`config.mk`:
```
export PLATFORM = sky130hd
export DESIGN_NAME = bbfci_host
export DESIGN_NICKNAME = d
export VERILOG_FILES = /design/src/logic/bbfci_pkg.sv /design/src/logic/bbfci_sync.sv /design/src/logic/bbfci_host.sv
export SDC_FILE = /design/constraint.sdc
export NUM_CORES = 1
export LEC_CHECK = 0
export ABC_AREA = 1
export BUFFER_PORTS_ARGS = -buffer_cell sky130_fd_sc_hd__buf_2
export CORE_MARGIN = 2
export CORE_UTILIZATION = 49
export CTS_BUF_LIST = sky130_fd_sc_hd__clkbuf_2 sky130_fd_sc_hd__clkbuf_4 sky130_fd_sc_hd__clkbuf_8
export CTS_CLUSTER_DIAMETER = 50
export DETAILED_ROUTE_END_ITERATION = 16
export PLACE_DENSITY_LB_ADDON = 0.05
export SLEW_MARGIN = 20
export SYNTH_ARGS = -nofsm -noshare
export SYNTH_HDL_FRONTEND = slang
export SYNTH_SLANG_ARGS = --single-unit
```
`constraint.sdc`:
```
create_clock -name hclk -period 1.65 [get_ports hclk]
set_input_delay 0.495 -clock hclk [delete_from_list [all_inputs] [get_ports hclk]]
set_output_delay 0.495 -clock hclk [all_outputs]
set_load 0.02 [all_outputs]
```
`src/logic/bbfci_pkg.sv`:
```
/*
 * Constants, types and timing counts for the host-side flash command sequencer.
 * Assumes a 50 MHz bus clock and a byte/word-wide asynchronous flash on the far side.
 */
`default_nettype none

package bbfci_pkg;

    // ==========================================================
    // Clock and pin timing
    // ==========================================================
    localparam int CLK_MHZ = 50;
    localparam int T_WE_PULSE_NS = 50;
    localparam int T_ACCESS_NS = 80;
    localparam int T_RECOVER_NS = 30;
    localparam int SYNC_STAGES = 2;

    function automatic int ns_to_cycles(input int ns);
        int c;
        c = (ns * CLK_MHZ + 999) / 1000;
        return (c < 1) ? 1 : c;
    endfunction

    localparam logic [3:0] WE_CYCLES = 4'(ns_to_cycles(T_WE_PULSE_NS));
    // Input pins pass a synchroniser, so the read strobe stays low that much longer.
    localparam logic [3:0] RD_CYCLES = 4'(ns_to_cycles(T_ACCESS_NS) + SYNC_STAGES);
    localparam logic [3:0] REC_CYCLES = 4'(ns_to_cycles(T_RECOVER_NS));

    // ==========================================================
    // Flash command bytes
    // ==========================================================
    localparam logic [7:0] CMD_ERASE_SETUP = 8'h20;
    localparam logic [7:0] CMD_A = 8'hD0;
    localparam logic [7:0] CMD_WRITE_SETUP = 8'h40;
    localparam logic [7:0] CMD_WRITE_SETUP_ALT = 8'h10;
    localparam logic [7:0] CMD_READ_ARRAY = 8'hFF;
    // Arbitrary default; the real byte belongs to the attached part.
    localparam logic [7:0] IDENTIFY_CMD_DEF = 8'h90;
    // Arbitrary default; the real byte belongs to the attached part.
    localparam logic [7:0] STATUS_CMD_DEF = 8'h70;

    // ==========================================================
    // Register map (byte offsets) and fields
    // ==========================================================
    localparam logic [7:0] REG_CTRL = 8'h00;
    localparam logic [7:0] REG_ADDR = 8'h04;
    localparam logic [7:0] REG_WDATA = 8'h08;
    localparam logic [7:0] REG_RDATA = 8'h0C;
    localparam logic [7:0] REG_STATUS = 8'h10;

    localparam int CTRL_START = 0;
    localparam int CTRL_OP_LSB = 1;
    localparam int CTRL_BYTE = 8;
    localparam int CTRL_UNLOCK = 9;
    localparam int CTRL_PDOWN = 10;
    localparam int STAT_BUSY = 0;
    localparam int STAT_DONE = 1;
    localparam int STAT_REFUSED = 2;
    localparam int STAT_STALE = 3;

    localparam int ADDR_W = 19;
    localparam int DATA_W = 16;
    localparam logic [2:0] CTRL_RESET = 3'h0;

    typedef enum logic [2:0] {
        OP_READ = 3'h0,
        OP_PROGRAM = 3'h1,
        OP_ERASE = 3'h2,
        OP_IDENT = 3'h3,
        OP_STATUS = 3'h4,
        OP_ARRAY = 3'h5
    } bbfci_op_t;

    // Pins driven toward the flash.
    typedef struct packed {
        logic reset_powerdown_n;
        logic ce_n;
        logic oe_n;
        logic we_n;
        logic unlock;
        logic byte_n;
        logic [ADDR_W-1:0] addr;
        logic [DATA_W-1:0] dq_out;
        logic dq_oe;
    } bbfci_pins_t;

endpackage

`default_nettype wire

```
`src/logic/bbfci_sync.sv`:
```
/*
 * Two-stage synchroniser for the flash data lines.
 * Assumes the data pins change asynchronously to hclk.
 */
`timescale 1ns/100ps
`default_nettype none

module bbfci_sync
    import bbfci_pkg::*;
(
    // Clock and reset
    input wire logic hclk,
    input wire logic hresetn,
    input wire logic clk_en,
    // Data
    input wire logic [DATA_W-1:0] din,
    output logic [DATA_W-1:0] dout
);

    logic [DATA_W-1:0] meta_ff;
    logic [DATA_W-1:0] sync_ff;

    // ==========================================================
    // Synchroniser
    // ==========================================================
    always_ff @(posedge hclk or negedge hresetn) begin
        if (!hresetn) begin
            meta_ff <= 16'h0000;
            sync_ff <= 16'h0000;
        end else if (clk_en) begin
            meta_ff <= din;
            sync_ff <= meta_ff;
        end
    end

    assign dout = sync_ff;

endmodule // bbfci_sync

`default_nettype wire

```
`src/logic/bbfci_host.sv`:
```
/*
 * Host-side flash command sequencer with an AHB-Lite register slave.
 * Assumes one asynchronous boot-block flash on the pins and a zero-wait bus.
 */
// Our own choices: the register addresses and the AHB-Lite slave port.
// Overview of operation
// - Erase is always the setup byte followed by the confirm byte.
// - Program is the write-setup byte immediately followed by address and data.
// - After non-array commands, read-array byte is sent before any array read.
// - Identify reads hold every address line low except line zero.
// - Array read: write strobe high, select and output enable low.
`timescale 1ns/100ps
`default_nettype none

module bbfci_host
    import bbfci_pkg::*;
#(
    parameter logic [7:0] IDENTIFY_CMD = IDENTIFY_CMD_DEF,
    parameter logic [7:0] STATUS_CMD = STATUS_CMD_DEF
)
(
    // Clock, reset and enable
    input wire logic hclk,
    input wire logic hresetn,
    input wire logic clk_en,
    // AHB-Lite slave
    input wire logic hsel,
    input wire logic [31:0] haddr,
    input wire logic [1:0] htrans,
    input wire logic hwrite,
    input wire logic [2:0] hsize,
    input wire logic [31:0] hwdata,
    input wire logic hready,
    output logic hreadyout,
    output logic hresp,
    output logic [31:0] hrdata,
    // Flash pins
    output bbfci_pins_t flash_pins,
    input wire logic [DATA_W-1:0] flash_dq_in
);

    typedef enum logic [1:0] {
        ST_IDLE,
        ST_SETUP,
        ST_STROBE,
        ST_RECOVER
    } bbfci_state_t;

    // ==========================================================
    // Register storage
    // ==========================================================
    bbfci_state_t state_ff, nxt_state;
    bbfci_op_t op_ff;
    logic step_ff;
    logic [3:0] cnt_ff;
    logic byte_mode_ff, unlock_ff, pdown_ff;
    logic [ADDR_W-1:0] addr_ff;
    logic [DATA_W-1:0] wdata_ff, rdata_ff;
    logic done_ff, refused_ff, stale_ff;
    logic wr_pend_ff;
    logic [7:0] wr_addr_ff;
    logic [31:0] hrdata_ff;
    logic [DATA_W-1:0] dq_sync;

    bbfci_sync u_sync (
        .hclk(hclk),
        .hresetn(hresetn),
        .clk_en(clk_en),
        .din(flash_dq_in),
        .dout(dq_sync)
    );

    // ==========================================================
    // Bus decode
    // ==========================================================
    // Only the low address byte is decoded, so the map repeats every 256 bytes.
    wire addr_phase = hsel && hready && htrans[1];
    wire reg_wr = wr_pend_ff;
    wire wr_ctrl = reg_wr && (wr_addr_ff == REG_CTRL);
    wire wr_addr = reg_wr && (wr_addr_ff == REG_ADDR);
    wire wr_wdata = reg_wr && (wr_addr_ff == REG_WDATA);
    wire wr_status = reg_wr && (wr_addr_ff == REG_STATUS);
    wire busy = (state_ff != ST_IDLE);
    wire start_req = wr_ctrl && hwdata[CTRL_START];
    wire [2:0] req_op = hwdata[CTRL_OP_LSB+2:CTRL_OP_LSB];
    wire op_legal = (req_op <= 3'(OP_ARRAY));
    // While powered down the flash ignores its bus, so starting would be lost.
    wire start_ok = start_req && !busy && !pdown_ff && op_legal;
    wire start_bad = start_req && !start_ok;

    wire [31:0] ctrl_rd = {21'h00_0000, pdown_ff, unlock_ff, byte_mode_ff, 4'h0, op_ff, 1'b0};
    wire [31:0] stat_rd = {28'h000_0000, stale_ff, refused_ff, done_ff, busy};
    // Read data are latched in the address phase, so no wait state is needed.
    wire [31:0] rd_mux =
        (haddr[7:0] == REG_CTRL) ? ctrl_rd :
        (haddr[7:0] == REG_ADDR) ? {13'h0000, addr_ff} :
        (haddr[7:0] == REG_WDATA) ? {16'h0000, wdata_ff} :
        (haddr[7:0] == REG_RDATA) ? {16'h0000, rdata_ff} :
        (haddr[7:0] == REG_STATUS) ? stat_rd : 32'h0000_0000;

    // ==========================================================
    // Bus-cycle selection
    // ==========================================================
    // Step 0 is the command byte; step 1 is the data, confirm or read cycle, or the read-array byte of OP_ARRAY.
    function automatic logic cyc_is_write(input bbfci_op_t op, input logic step);
        unique case (op)
            OP_PROGRAM, OP_ERASE, OP_ARRAY: cyc_is_write = 1'b1;
            default: cyc_is_write = !step;
        endcase
    endfunction

    function automatic logic [7:0] cyc_cmd(input bbfci_op_t op, input logic step);
        unique case (op)
            OP_PROGRAM: cyc_cmd = CMD_WRITE_SETUP;
            // Cmd_a only ever follows the erase setup byte.
            // Setup then confirm.
            OP_ERASE: cyc_cmd = step ? CMD_A : CMD_ERASE_SETUP;
            OP_IDENT: cyc_cmd = IDENTIFY_CMD;
            OP_STATUS: cyc_cmd = STATUS_CMD;
            default: cyc_cmd = CMD_READ_ARRAY;
        endcase
    endfunction

    wire cur_write = cyc_is_write(op_ff, step_ff);
    wire cur_data_cycle = (op_ff == OP_PROGRAM) && step_ff;
    wire [DATA_W-1:0] cmd_word = {8'h00, cyc_cmd(op_ff, step_ff)};
    wire [DATA_W-1:0] prog_word = byte_mode_ff ? {8'h00, wdata_ff[7:0]} : wdata_ff;
    wire [DATA_W-1:0] cur_dq = cur_data_cycle ? prog_word : cmd_word;
    wire [ADDR_W-1:0] cur_addr = (op_ff == OP_IDENT) ? {18'h0_0000, addr_ff[0]} : addr_ff;
    wire start_step = (req_op == 3'(OP_READ)) ? !stale_ff : (req_op == 3'(OP_ARRAY));
    wire strobe_last = cnt_ff == (cur_write ? WE_CYCLES : RD_CYCLES);
    wire rec_last = cnt_ff == REC_CYCLES;
    wire seq_end = (state_ff == ST_RECOVER) && rec_last && step_ff;

    always_comb begin
        nxt_state = state_ff;
        unique case (state_ff)
            ST_IDLE: if (start_ok) nxt_state = ST_SETUP;
            ST_SETUP: nxt_state = ST_STROBE;
            ST_STROBE: if (strobe_last) nxt_state = ST_RECOVER;
            ST_RECOVER: if (rec_last) nxt_state = step_ff ? ST_IDLE : ST_SETUP;
        endcase
    end

    // ==========================================================
    // Sequencer
    // ==========================================================
    // The count restarts at one on each phase change, so a phase lasts its full count.
    always_ff @(posedge hclk or negedge hresetn) begin
        if (!hresetn) begin
            state_ff <= ST_IDLE;
            cnt_ff <= 4'h0;
            step_ff <= 1'b0;
        end else if (clk_en) begin
            state_ff <= nxt_state;
            cnt_ff <= (nxt_state != state_ff || state_ff == ST_IDLE) ? 4'h1 : cnt_ff + 4'h1;
            if (state_ff == ST_IDLE) begin
                step_ff <= start_step;
            end else if (state_ff == ST_RECOVER && rec_last) begin
                step_ff <= 1'b1;
            end
        end
    end

    always_ff @(posedge hclk or negedge hresetn) begin
        if (!hresetn) begin
            rdata_ff <= 16'h0000;
        end else if (clk_en && state_ff == ST_STROBE && strobe_last && !cur_write) begin
            rdata_ff <= byte_mode_ff ? {8'h00, dq_sync[7:0]} : dq_sync;
        end
    end

    // The flash leaves array mode after any other command until read-array is sent.
    always_ff @(posedge hclk or negedge hresetn) begin
        if (!hresetn) begin
            stale_ff <= 1'b0;
        end else if (clk_en) begin
            if (pdown_ff) begin
                stale_ff <= 1'b0;
            end else if (seq_end) begin
                // Status mode after program or erase.
                stale_ff <= (op_ff != OP_READ) && (op_ff != OP_ARRAY);
            end
        end
    end

    // ==========================================================
    // Registers and AHB data phase
    // ==========================================================
    // Writes land in the data phase, when hwdata is valid, one cycle after the address.
    always_ff @(posedge hclk or negedge hresetn) begin
        if (!hresetn) begin
            wr_pend_ff <= 1'b0;
            wr_addr_ff <= 8'h00;
            hrdata_ff <= 32'h0000_0000;
        end else if (clk_en) begin
            wr_pend_ff <= addr_phase && hwrite;
            wr_addr_ff <= haddr[7:0];
            if (addr_phase && !hwrite) begin
                hrdata_ff <= rd_mux;
            end
        end
    end

    always_ff @(posedge hclk or negedge hresetn) begin
        if (!hresetn) begin
            op_ff <= OP_READ;
            byte_mode_ff <= 1'b0;
            unlock_ff <= 1'b0;
            pdown_ff <= 1'b0;
            addr_ff <= 19'h0_0000;
            wdata_ff <= 16'h0000;
        end else if (clk_en) begin
            if (start_ok) begin
                op_ff <= bbfci_op_t'(req_op);
            end
            // Mode pins cannot change under a running sequence.
            // Unlock held throughout.
            if (wr_ctrl && !busy) begin
                byte_mode_ff <= hwdata[CTRL_BYTE];
                unlock_ff <= hwdata[CTRL_UNLOCK];
                pdown_ff <= hwdata[CTRL_PDOWN];
            end
            if (wr_addr && !busy) begin
                addr_ff <= hwdata[ADDR_W-1:0];
            end
            if (wr_wdata && !busy) begin
                wdata_ff <= hwdata[DATA_W-1:0];
            end
        end
    end

    // Set wins over a clear written in the same cycle.
    always_ff @(posedge hclk or negedge hresetn) begin
        if (!hresetn) begin
            done_ff <= 1'b0;
            refused_ff <= 1'b0;
        end else if (clk_en) begin
            done_ff <= seq_end || (done_ff && !(wr_status && hwdata[STAT_DONE]));
            refused_ff <= start_bad || (refused_ff && !(wr_status && hwdata[STAT_REFUSED]));
        end
    end

    // ==========================================================
    // Outputs
    // ==========================================================
    wire active = (state_ff != ST_IDLE);
    wire strobing = (state_ff == ST_STROBE);
    bbfci_pins_t pins_c;

    // Every register answers in the cycle it is addressed, so the slave never stalls.
    assign hreadyout = 1'b1;
    assign hresp = 1'b0;
    assign hrdata = hrdata_ff;

    // One process builds the whole pin bundle, so every field has a single driver.
    always_comb begin
        // Mode pins follow their control bits and never change under a sequence.
        pins_c.reset_powerdown_n = !pdown_ff;
        pins_c.unlock = unlock_ff;
        pins_c.byte_n = !byte_mode_ff;
        // Select stays low across both bus cycles of a two-cycle sequence.
        pins_c.ce_n = !active;
        pins_c.oe_n = !(strobing && !cur_write);
        pins_c.we_n = !(strobing && cur_write);
        // Address and data stand from setup through recovery of each bus cycle.
        pins_c.addr = cur_addr;
        pins_c.dq_out = cur_dq;
        // The data lines are released whenever the host is not writing.
        pins_c.dq_oe = active && cur_write;
    end

    assign flash_pins = pins_c;

endmodule // bbfci_host

`default_nettype wire

```
==> out/summary.md <==
After clock tree synthesis, the clock-pin slew on the worst setup and hold paths is 70 ps. Synthesis handed over a netlist of 781 instances. TritonCTS buffer count: 17. The maximum number of pins on one net before global-route repair was 56.

The post-route netlist has 31.49% of its cells at a drive strength greater than 1. Data on the critical path is required at its endpoint by 1150 ps. Counting along the longest clock path gives a buffer depth of 2. The wire length of the first global-routing pass was 25000 um. Number of H-tree levels: 4. Summing the areas of all compound-gate instances in the mapped netlist gives 11.38% of the synthesized area. Leaving out fill and tap cells, the most frequent cells in the layout are nand2_1 (234), dfrtp_1 (123), inv_1 (86).

For the number of detailed-routing iterations run before antenna repair, the log shows 5. The type of the setup path with the least slack was reg -> out. The area of all sequential standard cells came out at 0.003183 mm2.

Across the run, the number of max-cap violations was 0. Relative to the synthesized area, the layout overhead comes to 33.60%. Most common flop cell mapped by yosys: dfrtp_1. For this design the top-level I/O count stands at 167. The final period demand of the worst path was 2185 ps; the final wirelength was 16250 um. Maximum vdd ir drop: 522.2 uV. For the worst setup path, the data arrival time is 1690 ps. Across the routed clock network, the largest skew measured is 11.17 ps.

The synthesized netlist devotes 0.4200% of its cell area to XOR and XNOR gates. The tightest hold path in the finished design has a slack of 246.4 ps. The type of the most critical hold path is in -> reg. The logs give -535.0 ps for the smallest setup slack after layout and 367 for the violation count after the first detailed-routing iteration. Counting instances, the worst hold path has a depth of 3.

Measured against the total synthesized area, the mux share comes to 0%. Once detailed placement completed, the half-perimeter wirelength came to 11160 um. The flow ran to the end, but the final reports show violations.

The floorplan step set the die height to 117.0 um. The library cell used most frequently in the layout, excluding fill and tap cells, is nand2_1. Setup repair after global routing could not meet its margin everywhere. The synthesized cell area came out at 0.006256 mm2. The tools report the endpoint kind of the worst setup timing path as an output pin.

Number of slew-limit violations in the final report: 0. After synthesis, the largest family of logic cells by area is simple AND/OR/NAND/NOR gates. The tools report the startpoint type of the worst setup path as a register.

Of all nets on the critical path, the largest fanout is 5. At the end of the flow, the number of nets in the layout was 1039. 0 antenna diodes ended up in the layout. Overall power consumption after layout is estimated at 8.312 mW. In this run, synthesis inferred 0 flip-flops with an integrated enable.

The horizontal die dimension works out to 117.0 um. Clock latency on the worst-skew pair, taken at its later pin, is 440 ps. The congestion estimate from routability-driven global placement came to 0.8509. The run gives 0 as the number of hold violations in the final report. The starting density of the core was 49.98%; the sequential-to-total area share from yosys stat was 50.80%. After synthesis, the share of flip-flops with an asynchronous set or reset is 100.0%. The final count of negative-setup-slack endpoints is 57, and the peak clock frequency supported by timing is 0.4577 GHz. Dividing the detail-routed wire length by the instance count gives 14.36 um.

After Yosys synthesis, full adders, half adders and majority gates account for 0.4000% of the synthesized area. For the site row count, the log shows 41. Simple-gate portion of the synthesized area: 26.18%. The filler cells instantiated in the layout total 1091. Clock root buffer master: clkbuf_8.

In the final layout, the multi-input gates occupy 0.002704 mm2. The via count of the first global-routing pass was 5208; the reported leakage power was 4.251 nW. Number of synthesized register bits: 127. Post-route clock period utilization: 132.4%. Across every metal layer, demand over resource in global routing totals 24.03%.

In the routed design, unresolved DRC markers number 0. The synthesized design devotes to its leading area cell type 50.80% of total area. The tools report the routed via count as 5598.

For this run the aggregate overflow at the end of global routing stands at 0. TritonCTS built the clock tree. The number of I/O port buffers was 110.

The post-route antenna net violation count is 0, and the number of distinct library cells after synthesis is 40. The cell type contributing the most total cell area after synthesis was dfrtp_1. Using the TritonRoute via totals, the vias-per-cell ratio works out to 4.950. Counting every sink on the clock net gives 127. The post-synthesis average cell area came out at 8.010 um2. By area the synthesized netlist is led by dfrtp_1 (51%), nand2_1 (14%), inv_1 (5.3%). The number of antenna violations at the first check in global routing came out at 0.

The worst register-to-register path has a depth of 12. The final reports fail on setup timing. Yosys printed 0 warnings. The power per cell area is 994.5 mW/mm2, and the overall die area is 0.01369 mm2. In this run the standard cell core region covers 0.01252 mm2.
where the power goes:
group / switching (mW) / total [mW] / leakage, nW / internal (mW)
clock: 1.22 / 2.73 / 0.210 / 1.51
sequential: 0.284 / 3.72 / 1.67 / 3.44
combinational: 1.06 / 1.86 / 2.37 / 0.802
total: 2.56 / 8.31 / 4.25 / 5.75
metal layers:
layer,part of all wire (%),track usage (%),vias up
met5,0,0,-
li1,-,-,2752
met3,5.2,4.737,30
met4,2.5,8.706,0
met2,48,39.61,201
met1,44,31.82,2615
per-stage QoR:
stage / area, um2 / worst slack [ps] / util (%) / setup TNS (ps) / cells
2_1_floorplan: 6326 / -119.6 / - / -2282 / 794
3_3_place_gp: 7276 / -125.5 / 58.13 / -1752 / 1073
3_5_place_dp: 7276 / -160.7 / 58.13 / -2215 / 1073
4_1_cts: 8033 / -514.6 / 64.17 / -17640 / 1124
5_1_grt: 8358 / -589.7 / 66.77 / -23340 / 1131
6_report: 8358 / -535.0 / 66.77 / -19830 / 1131
Yosys cell counts (2+ instances only):
cell / count
a21oi_1: 6
or2_2: 2
conb_1: 2
xnor2_1: 2
o21ai_1: 27
buf_2: 16
buf_1: 2
nand2_2: 15
o21ai_0: 58
nor3_1: 4
nor2_4: 4
dfrtp_1: 127
nand4_1: 6
ha_1: 2
nor2_1: 60
buf_4: 18
buf_6: 5
o31ai_1: 4
nand3_2: 2
inv_2: 7
nand2_4: 2
inv_1: 89
nand3_1: 37
a31oi_1: 3
nand2_1: 240
nand3b_1: 2
o21ai_2: 14
o211ai_1: 7
clkbuf_1: 7
worst max-delay path: stages, from the launching register on:
cell and delay (ps):
dfrtp_1 420, buf_6 150, nor2_4 140, nor2_4 70, inv_2 80, nand2_4 70, o21ai_0 120, buf_2 210
sequential cells by signal, indices dropped and copies added (netlist names), 4 cells and up:
register and count:
u_sync.dout 16, addr_ff 19, rdata_ff 16, cnt_ff 4, hrdata 19, wdata_ff 16, wr_addr_ff 8, u_sync.meta_ff 16
cells by family after synthesis:
logic type | count (synthesis)
AND/OR/NAND/NOR | 379
buffers and inverters | 145
flip-flops | 127
AO/OA/AOI/OAI | 123
XOR/XNOR | 3
adder cells (fa/ha/maj) | 2
other | 2
repair_timing:
action / in CTS / in global routing
cloned: 4 / 2
hold buffers: 1 / 0
gates resized for setup: 51 / 72
buffers inserted: 14 / 6
pin swaps: 5 / 11
hold endpoints to repair: 17 / 0
endpoints found under the setup margin: 55 / 63
final timing paths:
| check | start | to | slack, ps |
|---|---|---|---|
| min in group asynchronous | hresetn | wdata_ff[2] | 480 |
| hold reg to reg | u_sync.meta_ff[3] | u_sync.meta_ff[3] | 470 |
| setup reg to reg | op_ff[1] | rdata_ff[8] | -210 |
| hold / removal | flash_dq_in[8] | u_sync.meta_ff[8] | 250 |
| max in group asynchronous | hresetn | byte_mode_ff | 590 |
| setup / recovery | op_ff[0] | flash_pins[2] | -540 |
layout make-up:
class                           instances  share of cell area (%)
Clock buffer                           23                   3.563
Clock inverter                          9                   1.302
Inverter                               97                   4.476
Multi-Input combinational cell        523                   32.35
Sequential cell                       127                   38.08
Tap cell                              172                   2.575
Timing Repair Buffer                  179                   17.54
Timing Repair inverter                  1                  0.1048
(Power assumes the default switching activity.)
